## src/logic/global_config_defines.vh

```
// global configuration register constants: offsets, fields, resets, timing
// assumes a 100 MHz core clock; included by bare name
`ifndef GLOBAL_CONFIG_DEFINES_VH
`define GLOBAL_CONFIG_DEFINES_VH

`define GC_REG_ADDR          8'h10
`define GC_BIT_RSVD          7
`define GC_BIT_BIAS_READY    6
`define GC_BIT_LOW_POWER     5
`define GC_BIT_FORCE_ON      4
`define GC_BIT_POWER_KEY_INPUT_STYLE   3
`define GC_BIT_DEBOUNCE      2
`define GC_SRST_HI           1
`define GC_SRST_LO           0
`define GC_RESET_VALUE       8'h00
`define GC_SRST_NONE         2'h0
`define GC_SRST_COLD         2'h1
`define GC_SRST_OFF          2'h2
`define GC_SRST_RSVD         2'h3

// clock rate and times, in their own units
`define GC_CLK_MHZ           100
`define GC_DB_SHORT_US       100
`define GC_DB_LONG_US        30000
`define GC_PD_DELAY_US       60000
`define GC_RST_ASSERT_US     10240
`define GC_SLOT_US           2560
`define GC_SLOT_COUNT        4
`define GC_DISCHARGE_US      125000
`define GC_CYC(us)           ((us) * `GC_CLK_MHZ)

`endif

```

## src/logic/power_key_input_debounce.v

```verilog
// debouncer for the on-key enable pin with selectable settle time
// assumes the pin is already synchronised to the core clock
`timescale 1ns/10ps
module power_key_input_debounce #(
  parameter SHORT_CYC = 10000,
  parameter LONG_CYC  = 3000000
) (
  input  wire i_core_clk,   // core clock
  input  wire i_rst_b,      // async reset, active low
  input  wire i_pin_sync,   // synchronised pin level
  input  wire i_long_sel,   // 1 selects long settle time
  output reg  o_level       // debounced level
);
  reg [21:0] cnt_q;
  wire [21:0] limit = i_long_sel ? LONG_CYC[21:0] : SHORT_CYC[21:0];

  always @(posedge i_core_clk or negedge i_rst_b) begin
    if (!i_rst_b) begin
      cnt_q   <= 22'h000000;
      o_level <= 1'b1;
    end else if (i_pin_sync == o_level) begin
      cnt_q <= 22'h000000;
    end else if (cnt_q >= limit - 22'h000001) begin
      cnt_q   <= 22'h000000;
      o_level <= i_pin_sync;
    end else begin
      cnt_q <= cnt_q + 22'h000001;
    end
  end
endmodule

```

## src/logic/global_bias_reset_config.v

```verilog
// global bias, on-key and software reset configuration register
// assumes an upstream i2c target delivers decoded byte writes/reads
// Operation
// - register lives at address 0x10 of the i2c target
// - reset loads pattern 00x00x00, x bits from otp defaults
// - bit 7 reserved; host writes zero, read value meaningless
// - bit 6 read-only reports main bias ready
// - bit 5 requests low-power bias mode when one
// - bit 4 forces main bias on; controller may still enable it
// - bit 3 selects push-button or slide-switch on-key style
// - bit 2 selects 100us or 30ms on-key debounce
// - bits 1:0 decode none, cold reset, off; 11 reserved
// - cold reset powers down, resets, powers up again unaided
// - off powers down, resets, waits for a wakeup event
// - other writes take effect right after the acknowledge; writes while a power-down sequence runs are ignored
// - sequence: 60ms, 10.24ms reset, four 2.56ms slots, 125ms discharge
`timescale 1ns/10ps
`include "global_config_defines.vh"
module global_bias_reset_config #(
  parameter PD_DELAY_CYC  = `GC_CYC(`GC_PD_DELAY_US),
  parameter RST_CYC       = `GC_CYC(`GC_RST_ASSERT_US),
  parameter SLOT_CYC      = `GC_CYC(`GC_SLOT_US),
  parameter DISCHARGE_CYC = `GC_CYC(`GC_DISCHARGE_US),
  parameter DB_SHORT_CYC  = `GC_CYC(`GC_DB_SHORT_US),
  parameter DB_LONG_CYC   = `GC_CYC(`GC_DB_LONG_US)
) (
  input  wire       i_core_clk,        // core clock, 100 MHz
  input  wire       i_rst_b,           // async power-on reset, active low
  input  wire       i_otp_low_power,   // otp default for low-power bit
  input  wire       i_otp_debounce,    // otp default for debounce bit
  input  wire [7:0] i_reg_addr,        // register address from i2c target
  input  wire [7:0] i_reg_wdata,       // write byte
  input  wire       i_reg_wr,          // write pulse after acknowledge
  input  wire       i_reg_rd,          // read pulse
  input  wire       i_bias_ok,         // main bias ready, analog side
  input  wire       i_power_key_input_enable_pin,// on-key pin, async
  input  wire       i_wakeup,          // wakeup event, async
  output reg  [7:0] o_reg_rdata,       // read byte
  output reg        o_reg_hit,         // read/write addressed this register
  output reg        o_bias_low_power,  // bias low-power request
  output reg        o_bias_force_on,   // bias forced on
  output reg        o_power_key_input_slide,     // on-key slide-switch style
  output reg        o_power_key_input_level,     // debounced on-key level
  output reg        o_reset_output,    // reset output asserted
  output reg  [3:0] o_slot_off,        // regulator slots powered down
  output reg        o_discharge,       // output discharge active
  output reg        o_powered          // device power enabled
);
  localparam S_RUN   = 3'd0;
  localparam S_DELAY = 3'd1;
  localparam S_RST   = 3'd2;
  localparam S_SLOT  = 3'd3;
  localparam S_DISCH = 3'd4;
  localparam S_OFF   = 3'd5;

  reg        system_reset_condition_q;
  reg        low_power_q;
  reg        force_on_q;
  reg        style_q;
  reg        debounce_q;
  reg [1:0]  cmd_q;
  reg [2:0]  state_q;
  reg [24:0] tmr_q;
  reg [2:0]  slot_q;
  reg        cold_q;
  reg        init_q;
  reg        pin_m_q, pin_s_q, wk_m_q, wk_s_q, bok_m_q, bok_s_q;
  wire       db_level;

  function is_cmd;
    input [1:0] code;
    is_cmd = (code == `GC_SRST_COLD) || (code == `GC_SRST_OFF);
  endfunction

  wire addr_hit = (i_reg_addr == `GC_REG_ADDR);
  wire wr_hit   = i_reg_wr && addr_hit && (state_q == S_RUN) && !system_reset_condition_q;
  wire rd_hit   = i_reg_rd && addr_hit;

  always @(posedge i_core_clk or negedge i_rst_b) begin
    if (!i_rst_b) begin
      pin_m_q <= 1'b1;
      pin_s_q <= 1'b1;
      wk_m_q  <= 1'b0;
      wk_s_q  <= 1'b0;
      bok_m_q <= 1'b0;
      bok_s_q <= 1'b0;
    end else begin
      pin_m_q <= i_power_key_input_enable_pin;
      pin_s_q <= pin_m_q;
      wk_m_q  <= i_wakeup;
      wk_s_q  <= wk_m_q;
      bok_m_q <= i_bias_ok;
      bok_s_q <= bok_m_q;
    end
  end

  power_key_input_debounce #(
    .SHORT_CYC (DB_SHORT_CYC),
    .LONG_CYC  (DB_LONG_CYC)
  ) u_debounce (
    .i_core_clk (i_core_clk),
    .i_rst_b    (i_rst_b),
    .i_pin_sync (pin_s_q),
    .i_long_sel (debounce_q),
    .o_level    (db_level)
  );

  // configuration fields; otp strap captured after reset release
  always @(posedge i_core_clk or negedge i_rst_b) begin
    if (!i_rst_b) begin
      init_q      <= 1'b1;
      low_power_q <= 1'b0;
      force_on_q  <= 1'b0;
      style_q     <= 1'b0;
      debounce_q  <= 1'b0;
      cmd_q       <= `GC_SRST_NONE;
    end else if (init_q || system_reset_condition_q) begin
      init_q      <= 1'b0;
      low_power_q <= i_otp_low_power;
      force_on_q  <= 1'b0;
      style_q     <= 1'b0;
      debounce_q  <= i_otp_debounce;
      cmd_q       <= `GC_SRST_NONE;
    end else if (wr_hit) begin
      low_power_q <= i_reg_wdata[`GC_BIT_LOW_POWER];
      force_on_q  <= i_reg_wdata[`GC_BIT_FORCE_ON];
      style_q     <= i_reg_wdata[`GC_BIT_POWER_KEY_INPUT_STYLE];
      debounce_q  <= i_reg_wdata[`GC_BIT_DEBOUNCE];
      cmd_q       <= is_cmd(i_reg_wdata[`GC_SRST_HI:`GC_SRST_LO]) ?
                     i_reg_wdata[`GC_SRST_HI:`GC_SRST_LO] : `GC_SRST_NONE;
    end else if (state_q != S_RUN) begin
      cmd_q <= `GC_SRST_NONE;
    end
  end

  // power-down sequencer
  always @(posedge i_core_clk or negedge i_rst_b) begin
    if (!i_rst_b) begin
      state_q  <= S_RUN;
      tmr_q    <= 25'h0000000;
      slot_q   <= 3'h0;
      cold_q   <= 1'b0;
      system_reset_condition_q <= 1'b0;
    end else begin
      system_reset_condition_q <= 1'b0;
      case (state_q)
        S_RUN: begin
          if (is_cmd(cmd_q)) begin
            state_q <= S_DELAY;
            cold_q  <= (cmd_q == `GC_SRST_COLD);
            tmr_q   <= 25'h0000000;
          end
        end
        S_DELAY: begin
          if (tmr_q == PD_DELAY_CYC[24:0] - 25'h0000001) begin
            state_q <= S_RST;
            tmr_q   <= 25'h0000000;
          end else begin
            tmr_q <= tmr_q + 25'h0000001;
          end
        end
        S_RST: begin
          if (tmr_q == RST_CYC[24:0] - 25'h0000001) begin
            state_q <= S_SLOT;
            slot_q  <= 3'h0;
            tmr_q   <= 25'h0000000;
          end else begin
            tmr_q <= tmr_q + 25'h0000001;
          end
        end
        S_SLOT: begin
          if (tmr_q == SLOT_CYC[24:0] - 25'h0000001) begin
            tmr_q  <= 25'h0000000;
            slot_q <= slot_q + 3'h1;
            if (slot_q == `GC_SLOT_COUNT - 1) begin
              state_q <= S_DISCH;
            end
          end else begin
            tmr_q <= tmr_q + 25'h0000001;
          end
        end
        S_DISCH: begin
          if (tmr_q == DISCHARGE_CYC[24:0] - 25'h0000001) begin
            tmr_q    <= 25'h0000000;
            system_reset_condition_q <= 1'b1;
            state_q  <= cold_q ? S_RUN : S_OFF;
          end else begin
            tmr_q <= tmr_q + 25'h0000001;
          end
        end
        S_OFF: begin
          if (wk_s_q) begin
            state_q <= S_RUN;
          end
        end
        default: state_q <= S_RUN;
      endcase
    end
  end

  // registered outputs and read path
  always @(posedge i_core_clk or negedge i_rst_b) begin
    if (!i_rst_b) begin
      o_reg_rdata      <= `GC_RESET_VALUE;
      o_reg_hit        <= 1'b0;
      o_bias_low_power <= 1'b0;
      o_bias_force_on  <= 1'b0;
      o_power_key_input_slide    <= 1'b0;
      o_power_key_input_level    <= 1'b1;
      o_reset_output   <= 1'b0;
      o_slot_off       <= 4'h0;
      o_discharge      <= 1'b0;
      o_powered        <= 1'b1;
    end else begin
      o_reg_hit <= (i_reg_wr || i_reg_rd) && addr_hit;
      if (rd_hit) begin
        o_reg_rdata <= {1'b0, bok_s_q, low_power_q, force_on_q,
                        style_q, debounce_q, cmd_q};
      end
      o_bias_low_power <= low_power_q;
      o_bias_force_on  <= force_on_q;
      o_power_key_input_slide    <= style_q;
      o_power_key_input_level    <= db_level;
      o_reset_output   <= (state_q == S_RST) || (state_q == S_SLOT) ||
                          (state_q == S_DISCH) || (state_q == S_OFF);
      o_slot_off       <= (state_q == S_SLOT) ?
                          ((4'h2 << slot_q[1:0]) - 4'h1) :
                          ((state_q == S_DISCH || state_q == S_OFF) ? 4'hF : 4'h0);
      o_discharge      <= (state_q == S_DISCH);
      o_powered        <= (state_q == S_RUN) || (state_q == S_DELAY) ||
                          (state_q == S_RST);
    end
  end
endmodule

```

## config.mk

```make
export PLATFORM = sky130hd
export DESIGN_NAME = global_bias_reset_config
export DESIGN_NICKNAME = d
export VERILOG_FILES = /design/src/logic/power_key_input_debounce.v /design/src/logic/global_bias_reset_config.v
export VERILOG_INCLUDE_DIRS = /design/src /design/src/logic
export SDC_FILE = /design/constraint.sdc
export NUM_CORES = 1
export LEC_CHECK = 0
export BUFFER_PORTS_ARGS = -buffer_cell sky130_fd_sc_hd__buf_2
export CAP_MARGIN = 5
export CORE_MARGIN = 2
export CORE_UTILIZATION = 35
export CTS_CLUSTER_SIZE = 40
export DETAILED_ROUTE_END_ITERATION = 16
export SLEW_MARGIN = 20
export SYNTH_ARGS = -nofsm -noshare
export SYNTH_HDL_FRONTEND = slang
export SYNTH_SLANG_ARGS = --single-unit
```

## constraint.sdc

```tcl
create_clock -name i_core_clk -period 3.1 [get_ports i_core_clk]
set_clock_uncertainty 0.05 [all_clocks]
set_input_delay 0.465 -clock i_core_clk [delete_from_list [all_inputs] [get_ports i_core_clk]]
set_output_delay 0.465 -clock i_core_clk [all_outputs]
set_load 0.05 [all_outputs]
```

==> flow_metrics.env, run 1 <==
export IMPL_fin_area_sq_um=5230
export IMPL_cts_buffers_inserted=9
export IMPL_layout_setup_ws_ns=0.490
export IMPL_start_util=0.357
export IMPL_period_share=0.842
export IMPL_firstDrtPassIters=4
export IMPL_grt_max_degree=89
export IMPL_slew_violations=0
export IMPL_postCtsSetupRepairBufs=0
export IMPL_n_antenna_cell=0
export IMPL_htreeDepth=3
export IMPL_pre_cts_ws_ns=0.532
export IMPL_synth_top_family_by_area="simple AND/OR/NAND/NOR gates"
export IMPL_muxShareOfSynthArea=0.0244
export IMPL_synth_fa_ha_area_frac=0.0504
export IMPL_wire_per_inst_um=13.2
export IMPL_fin_nets=534
export IMPL_synth_seq_cells=88
export IMPL_path_class="reg -> reg"
export IMPL_core_sq_um=12500
export IMPL_numClockSinks=88
export IMPL_critical_path_max_fanout=16
export IMPL_die_h_um=117
export IMPL_die_area_sq_um=13700
export IMPL_port_buffers=41
export IMPL_root_buffer="clkbuf_16"
export IMPL_min_period_ns=2.61
export IMPL_drt_iter0_drc=216
export IMPL_endpoint_kind="flop"
export IMPL_crit_required_ns=3.27
export IMPL_drv_cap=0
export IMPL_area_growth_pct=17.1
export IMPL_maxSlewHeadroom=0.476
export IMPL_synth_edf_count=0
export IMPL_ys_warn_count=0
export IMPL_antenna_found_initial=0
export IMPL_routabilityCongestion=0.805
export IMPL_yosysSeqAreaShare=0.495
export IMPL_synth_compound_area_frac=0.0891
export IMPL_postSynthCellCount=440
export IMPL_wirelength_um=8840
export IMPL_hpwl_um=6290
export IMPL_finalSetupViolCount=0
export IMPL_holdBufCountCts=0
export IMPL_p_per_area_nw_per_um2=550
export IMPL_status="complete, no violations"
export IMPL_grt_overflow_total=0
export IMPL_fp_dieW_um=117
export IMPL_synth_simple_gate_area_frac=0.238
export IMPL_tns_ns=0
export IMPL_cp_start_kind="flop"
export IMPL_syn_area_sq_um=4470
export IMPL_placed_area_sq_um=4880
export IMPL_async_reset_ff_frac=1.00
export IMPL_tightest_slew_ns=0.786
export IMPL_cts_tree="yes"
export IMPL_synth_cell_types=58
export IMPL_clock_path_buffers=2
export IMPL_drtAntennaViolNets=0
export IMPL_grt_pass1_wl_um=15300
export IMPL_cts_resized_gates=0
export IMPL_leakage_nw=2.42
export IMPL_finalHoldViolCount=0
export IMPL_num_rows=41
export IMPL_clk_latency_ns=0.34
export IMPL_ir_drop_mv=0.252
export IMPL_vias=3321
export IMPL_grt_pass1_vias=3257
export IMPL_routed_via_density=4.97
export IMPL_drc=0
export IMPL_finalPower_mw=2.88
export IMPL_avgSynthCellArea_sq_um=10.2
export IMPL_fmax_ghz=0.383
export IMPL_synth_xor_area_share=0.0725
export IMPL_clkSlewWorstSetupHoldPaths_ns=0.06
export IMPL_layout_drive_gt1_share=0.192
export IMPL_rsz0062_at_grt="false"
export IMPL_ys_flop_type="dfrtp_1"
export IMPL_io_pins=45
export IMPL_grt_total_usage=0.142
export IMPL_hp_class="in -> async"
export IMPL_arrival_ns=2.78
area by class of cell:
class | count | area (sq um)
Clock buffer | 9 | 225
Clock inverter | 7 | 119
Fill cell | 1255 | 7280
Inverter | 15 | 56.3
Multi-Input combinational cell | 327 | 2130
Sequential cell | 88 | 2210
Tap cell | 172 | 215
Timing Repair Buffer | 50 | 279
path summary, 6_finish.rpt:
| path | depth (start not counted) | slack [ns] | startpoint | end |
|---|---|---|---|---|
| setup / recovery | 7 | 0.49 | tmr_q[19] | tmr_q[3] |
| hold / removal | 1 | 0.13 | i_rst_b | o_reg_hit |
| setup reg to reg | 7 | 0.49 | tmr_q[19] | tmr_q[3] |
| hold reg to reg | 0 | 0.30 | bok_m_q | bok_s_q |
| max in group asynchronous | 1 | 2.34 | i_rst_b | tmr_q[5] |
| min in group i_core_clk | 1 | 0.17 | i_power_key_input_enable_pin | pin_m_q |
sequential cells by signal (all words and copies together), names as in the netlist, 2 cells and up:
signal	count
tmr_q	25
u_debounce.cnt_q	22
o_reg_rdata	7
o_slot_off	4
slot_q	3
state_q	3
cmd_q	2
power breakdown:
part / internal, mW / switching (mW) / leakage [nW]
Combinational: 0.122 / 0.219 / 1.09
Clock: 0.788 / 0.450 / 0.162
Sequential: 1.23 / 0.0715 / 1.17
logic make-up after synthesis:
kind of cell	after synthesis
adders and majority gates	18
other	1
muxes	10
and+or+nand+nor	204
xor gates and xnor gates	37
DFF	88
buffers and inverters	26
AOI/OAI and AO/OA	56
stage by stage:
step,utilization,instances,hold WS (ns)
floorplan,-,441,0.119
global placement,0.390,652,0.287
detailed placement,0.390,652,0.286
CTS,0.418,668,0.160
global route,0.418,668,0.157
finish,0.418,668,0.126
placed cells by master, fill, tap and decap left out, drive strengths merged, types with 5 or more instances in the layout:
master	count
dfstp	6
nor4	10
nor3	11
clkbuf	9
dfrtp	82
xnor2	18
inv	16
a21o	5
and3	10
buf	50
o21ai	15
nand2	40
ha	18
xor2	19
nand3	23
a21oi	9
nand4	13
nor2	62
mux2	7
routing by layer:
layer / share of wire / wire, um / up-vias / GRT usage
li1: - / - / 1654 / -
met1: 0.46 / 4080 / 1616 / 0.179
met2: 0.49 / 4320 / 40 / 0.233
met3: 0.036 / 322 / 11 / 0.0463
met4: 0.014 / 122 / 0 / 0.0416
met5: 0 / 0 / - / 0
synthesized netlist by cell type (2+ instances only):
cell,n,area [sq um]
a21o_1,5,37.5
ha_1,18,225
or3_1,2,12.5
mux2i_1,3,30.0
clkbuf_1,7,26.3
nor3b_1,2,15.0
dfstp_2,6,158
a31oi_1,2,12.5
nand3_1,23,115
xnor2_1,18,158
a41o_1,2,20.0
a211o_1,3,26.3
a22o_1,2,17.5
nand4_1,12,75.1
and3_1,10,62.6
nand2b_1,4,25.0
nor4_1,10,62.6
o31ai_1,2,15.0
nor2_1,52,195
mux2_2,7,78.8
nor2b_1,2,12.5
o211ai_1,3,22.5
and2_1,4,25.0
or2_2,2,12.5
buf_6,2,22.5
or4_1,3,22.5
nand3b_1,4,30.0
and4b_1,2,20.0
dfrtp_1,82,2050
inv_1,15,56.3
nor4bb_1,2,20.0
xor2_1,19,166
nand2_1,40,150
nor3_1,11,55.1
nand4b_1,3,26.3
o21a_1,4,30.0
o21ai_0,14,70.1
nor2_2,10,62.6
a21oi_1,9,45.0
critical path, stage by stage (launching register included):
cell      delay (ns)
dfrtp_1         0.46
nor4bb_1        0.49
nand4_1         0.19
a2111o_1        0.48
a221oi_4        0.24
buf_4           0.24
nor3_1          0.07
a211o_1         0.27
Power figures use the tool's default switching activity.
==> inputs of run 2 (changes only) <==
==> constraint.sdc (replaced) <==
create_clock -name i_core_clk -period 2.2 [get_ports i_core_clk]
set_clock_uncertainty 0.05 [all_clocks]
set_input_delay 0.33 -clock i_core_clk [delete_from_list [all_inputs] [get_ports i_core_clk]]
set_output_delay 0.33 -clock i_core_clk [all_outputs]
set_load 0.05 [all_outputs]
==> run 2 against run 1 <==
  * The flow now finishes with violations (setup timing)
  * Routed wire length up 19%
  * Non-clock buffer count up 67
  * Die area stayed put
  * Sequential power rose by 38%
  * Core utilization increased by 7.9 points
  * Count of clock-buffer cells in the layout unchanged
  * Sequential share of layout area shrank 6.7 points
  * Setup slack worse by 0.71 ns
  * Critical endpoint unchanged
  * Largest cell class is now multi-input combinational cells
==> flow_metrics.env, run 2 (synthesized netlist as in run 1, its figures left out) <==
export IMPL_p_sw_frac=0.280
export IMPL_vias=3705
export IMPL_n_antenna_cell=0
export IMPL_routabilityCongestion=0.829
export IMPL_p_comb_frac=0.176
export IMPL_routed_via_density=5.05
export IMPL_grt_pass1_vias=3710
export IMPL_regMostFlops="tmr_q"
export IMPL_drc=0
export IMPL_path_class="reg -> reg"
export IMPL_drt_iter0_drc=169
export IMPL_hold_end="pin_m_q"
export IMPL_hpwl_um=7150
export IMPL_hold_start="i_power_key_input_enable_pin"
export IMPL_endpoint_kind="flop"
export IMPL_arrival_ns=2.61
export IMPL_layout_setup_ws_ns=-0.222
export IMPL_timing_hold_ws_ns=0.0318
export IMPL_wirelength_um=10500
export IMPL_hp_class="in -> reg"
export IMPL_clkSlewWorstSetupHoldPaths_ns=0.07
export IMPL_finalHoldViolCount=0
export IMPL_top_usage_layer="met2"
export IMPL_fin_nets=601
export IMPL_largest_reg_flops=25
export IMPL_seqCellArea_sq_um=2210
export IMPL_drtAntennaViolNets=0
export IMPL_clk_latency_ns=0.35
export IMPL_leakage_nw=2.75
export IMPL_num_rows=41
export IMPL_p_per_area_nw_per_um2=649
export IMPL_pre_cts_ws_ns=-0.207
export IMPL_slew_violations=0
export IMPL_die_h_um=117
export IMPL_fmax_ghz=0.413
export IMPL_critPathMaxStageDelay_ns=0.49
export IMPL_gr_usage_met2=0.284
export IMPL_timing_rr_end="tmr_q[3]"
export IMPL_crit_required_ns=2.38
export IMPL_met3_usage=0.0299
export IMPL_final_common_cell="dfrtp_1"
export IMPL_clockPowerShare=0.381
export IMPL_grt_overflow_total=0
export IMPL_clock_path_buffers=2
export IMPL_drv_cap=0
export IMPL_die_area_sq_um=13700
export IMPL_antenna_found_initial=0
export IMPL_layout_common_cells="82 x dfrtp_1, 67 x buf_4, 40 x nand2_1, 40 x buf_2, 36 x nor2_4"
export IMPL_ir_drop_mv=0.415
export IMPL_whs_path_depth=1
export IMPL_min_period_ns=2.42
export IMPL_violations="setup timing"
export IMPL_finalSetupViolCount=36
export IMPL_grt_total_usage=0.163
export IMPL_root_buffer="clkbuf_16"
export IMPL_firstDrtPassIters=4
export IMPL_rr_worst_depth=7
export IMPL_use_met1=0.197
export IMPL_fp_dieW_um=117
export IMPL_seqPwrFrac=0.443
export IMPL_io_pins=45
export IMPL_area_growth_pct=39.2
export IMPL_htreeDepth=3
export IMPL_grt_max_degree=46
export IMPL_tightest_slew_ns=0.996
export IMPL_cp_start_kind="flop"
export IMPL_r2r_start="tmr_q[13]"
export IMPL_p_int_mw=2.91
export IMPL_port_buffers=41
export IMPL_status="finished with violations"
export IMPL_rrSetupSlack_ns=-0.22
export IMPL_critical_path_max_fanout=15
export IMPL_numClockSinks=88
export IMPL_crit_chain="nand3b_1 -> or4_4 -> a2111o_1 -> a221oi_4 -> buf_12 -> nor3_1 -> a211o_1"
export IMPL_multi_input_area_sq_um=2520
export IMPL_period_share=1.10
export IMPL_rsz0062_at_grt="true"
export IMPL_grt_pass1_wl_um=17300
export IMPL_core_sq_um=12500
export IMPL_critical_path_slowest_cell="or4_4"
export IMPL_layout_drive_gt1_share=0.370
export IMPL_cts_tree="yes"
export IMPL_post_route_util=0.497
export IMPL_p_sw_mw=1.13
export IMPL_cts_buffers_inserted=9
export IMPL_nFillCells=1156
export IMPL_start_util=0.357
export IMPL_largestRegisters="tmr_q: 25 flops, u_debounce.cnt_q: 22 flops, o_reg_rdata: 7 flops"
export IMPL_maxSlewHeadroom=0.331
export IMPL_wire_per_inst_um=14.3
-- run 2: cell types whose count changed in the layout (fill, tap and decap cells not counted), moves of 3 or more --
cell	change
a21oi_1	-3
a21oi_2	+3
buf_12	+4
buf_4	+58
ha_1	-6
ha_4	+5
nor2_1	-27
nor2_2	-9
nor2_4	+36
-- run 2: area by class of cell --
type / instances / area share
Timing Repair Buffer: 117 / 0.146
Inverter: 15 / 0.00986
Clock inverter: 6 / 0.0113
Sequential cell: 88 / 0.355
Clock buffer: 9 / 0.0362
Tap cell: 172 / 0.0346
Multi-Input combinational cell: 327 / 0.406
-- run 2: how the worst max path moves through the flow --
stage | to | startpoint | slack [ns] | depth (start not counted)
2_1_floorplan | tmr_q[10] | state_q[0] | -0.22 | 9
3_3_place_gp | tmr_q[3] | tmr_q[14] | -0.20 | 7
3_5_place_dp | tmr_q[3] | tmr_q[19] | -0.21 | 7
4_1_cts | tmr_q[3] | tmr_q[13] | -0.22 | 7
5_1_grt | tmr_q[3] | tmr_q[19] | -0.33 | 7
6_report | tmr_q[3] | tmr_q[13] | -0.22 | 7
-- run 2: worst max-delay path, delay by kind of cell (launching register included) --
kind | cells | cell delay, ns
AOI/OAI and AO/OA | 3 | 0.98
and+or+nand+nor | 3 | 0.72
DFF | 1 | 0.37
buffers and inverters | 1 | 0.18
-- run 2: metal layers --
metal	up-vias	wire (um)	part of all wire
li1	1799	-	-
met1	1813	4510	0.43
met2	67	5400	0.51
met3	26	320	0.030
met4	0	278	0.026
met5	-	0	0
-- run 2: stage by stage --
stage	TNS (ns)	cells	instance area, sq um	power, mW
after floorplan	-3.40	441	4500	2.20
after global placement	-4.26	707	5370	2.44
after detailed placement	-6.05	707	5370	2.46
after CTS	-4.20	730	5830	4.04
after global routing	-10.73	734	6220	4.23
final	-4.57	734	6220	4.03
-- run 2: power groups by stage --
stage | combinational (mW) | clock, mW | sequential [mW]
global route | 0.788 | 1.65 | 1.80
floorplan | 0.284 | 0 | 1.92
global placement | 0.631 | 0 | 1.81
CTS | 0.680 | 1.57 | 1.79
finish | 0.712 | 1.54 | 1.79
detailed placement | 0.651 | 0 | 1.81
-- run 2: what timing repair did --
item	4_1_cts	5_1_grt
hold buffers	1	0
buffers inserted	5	2
endpoints found under the setup margin	53	53
resized for setup	12	76
pin swaps	11	37
endpoints found under the hold margin	38	0
gates cloned	2	2
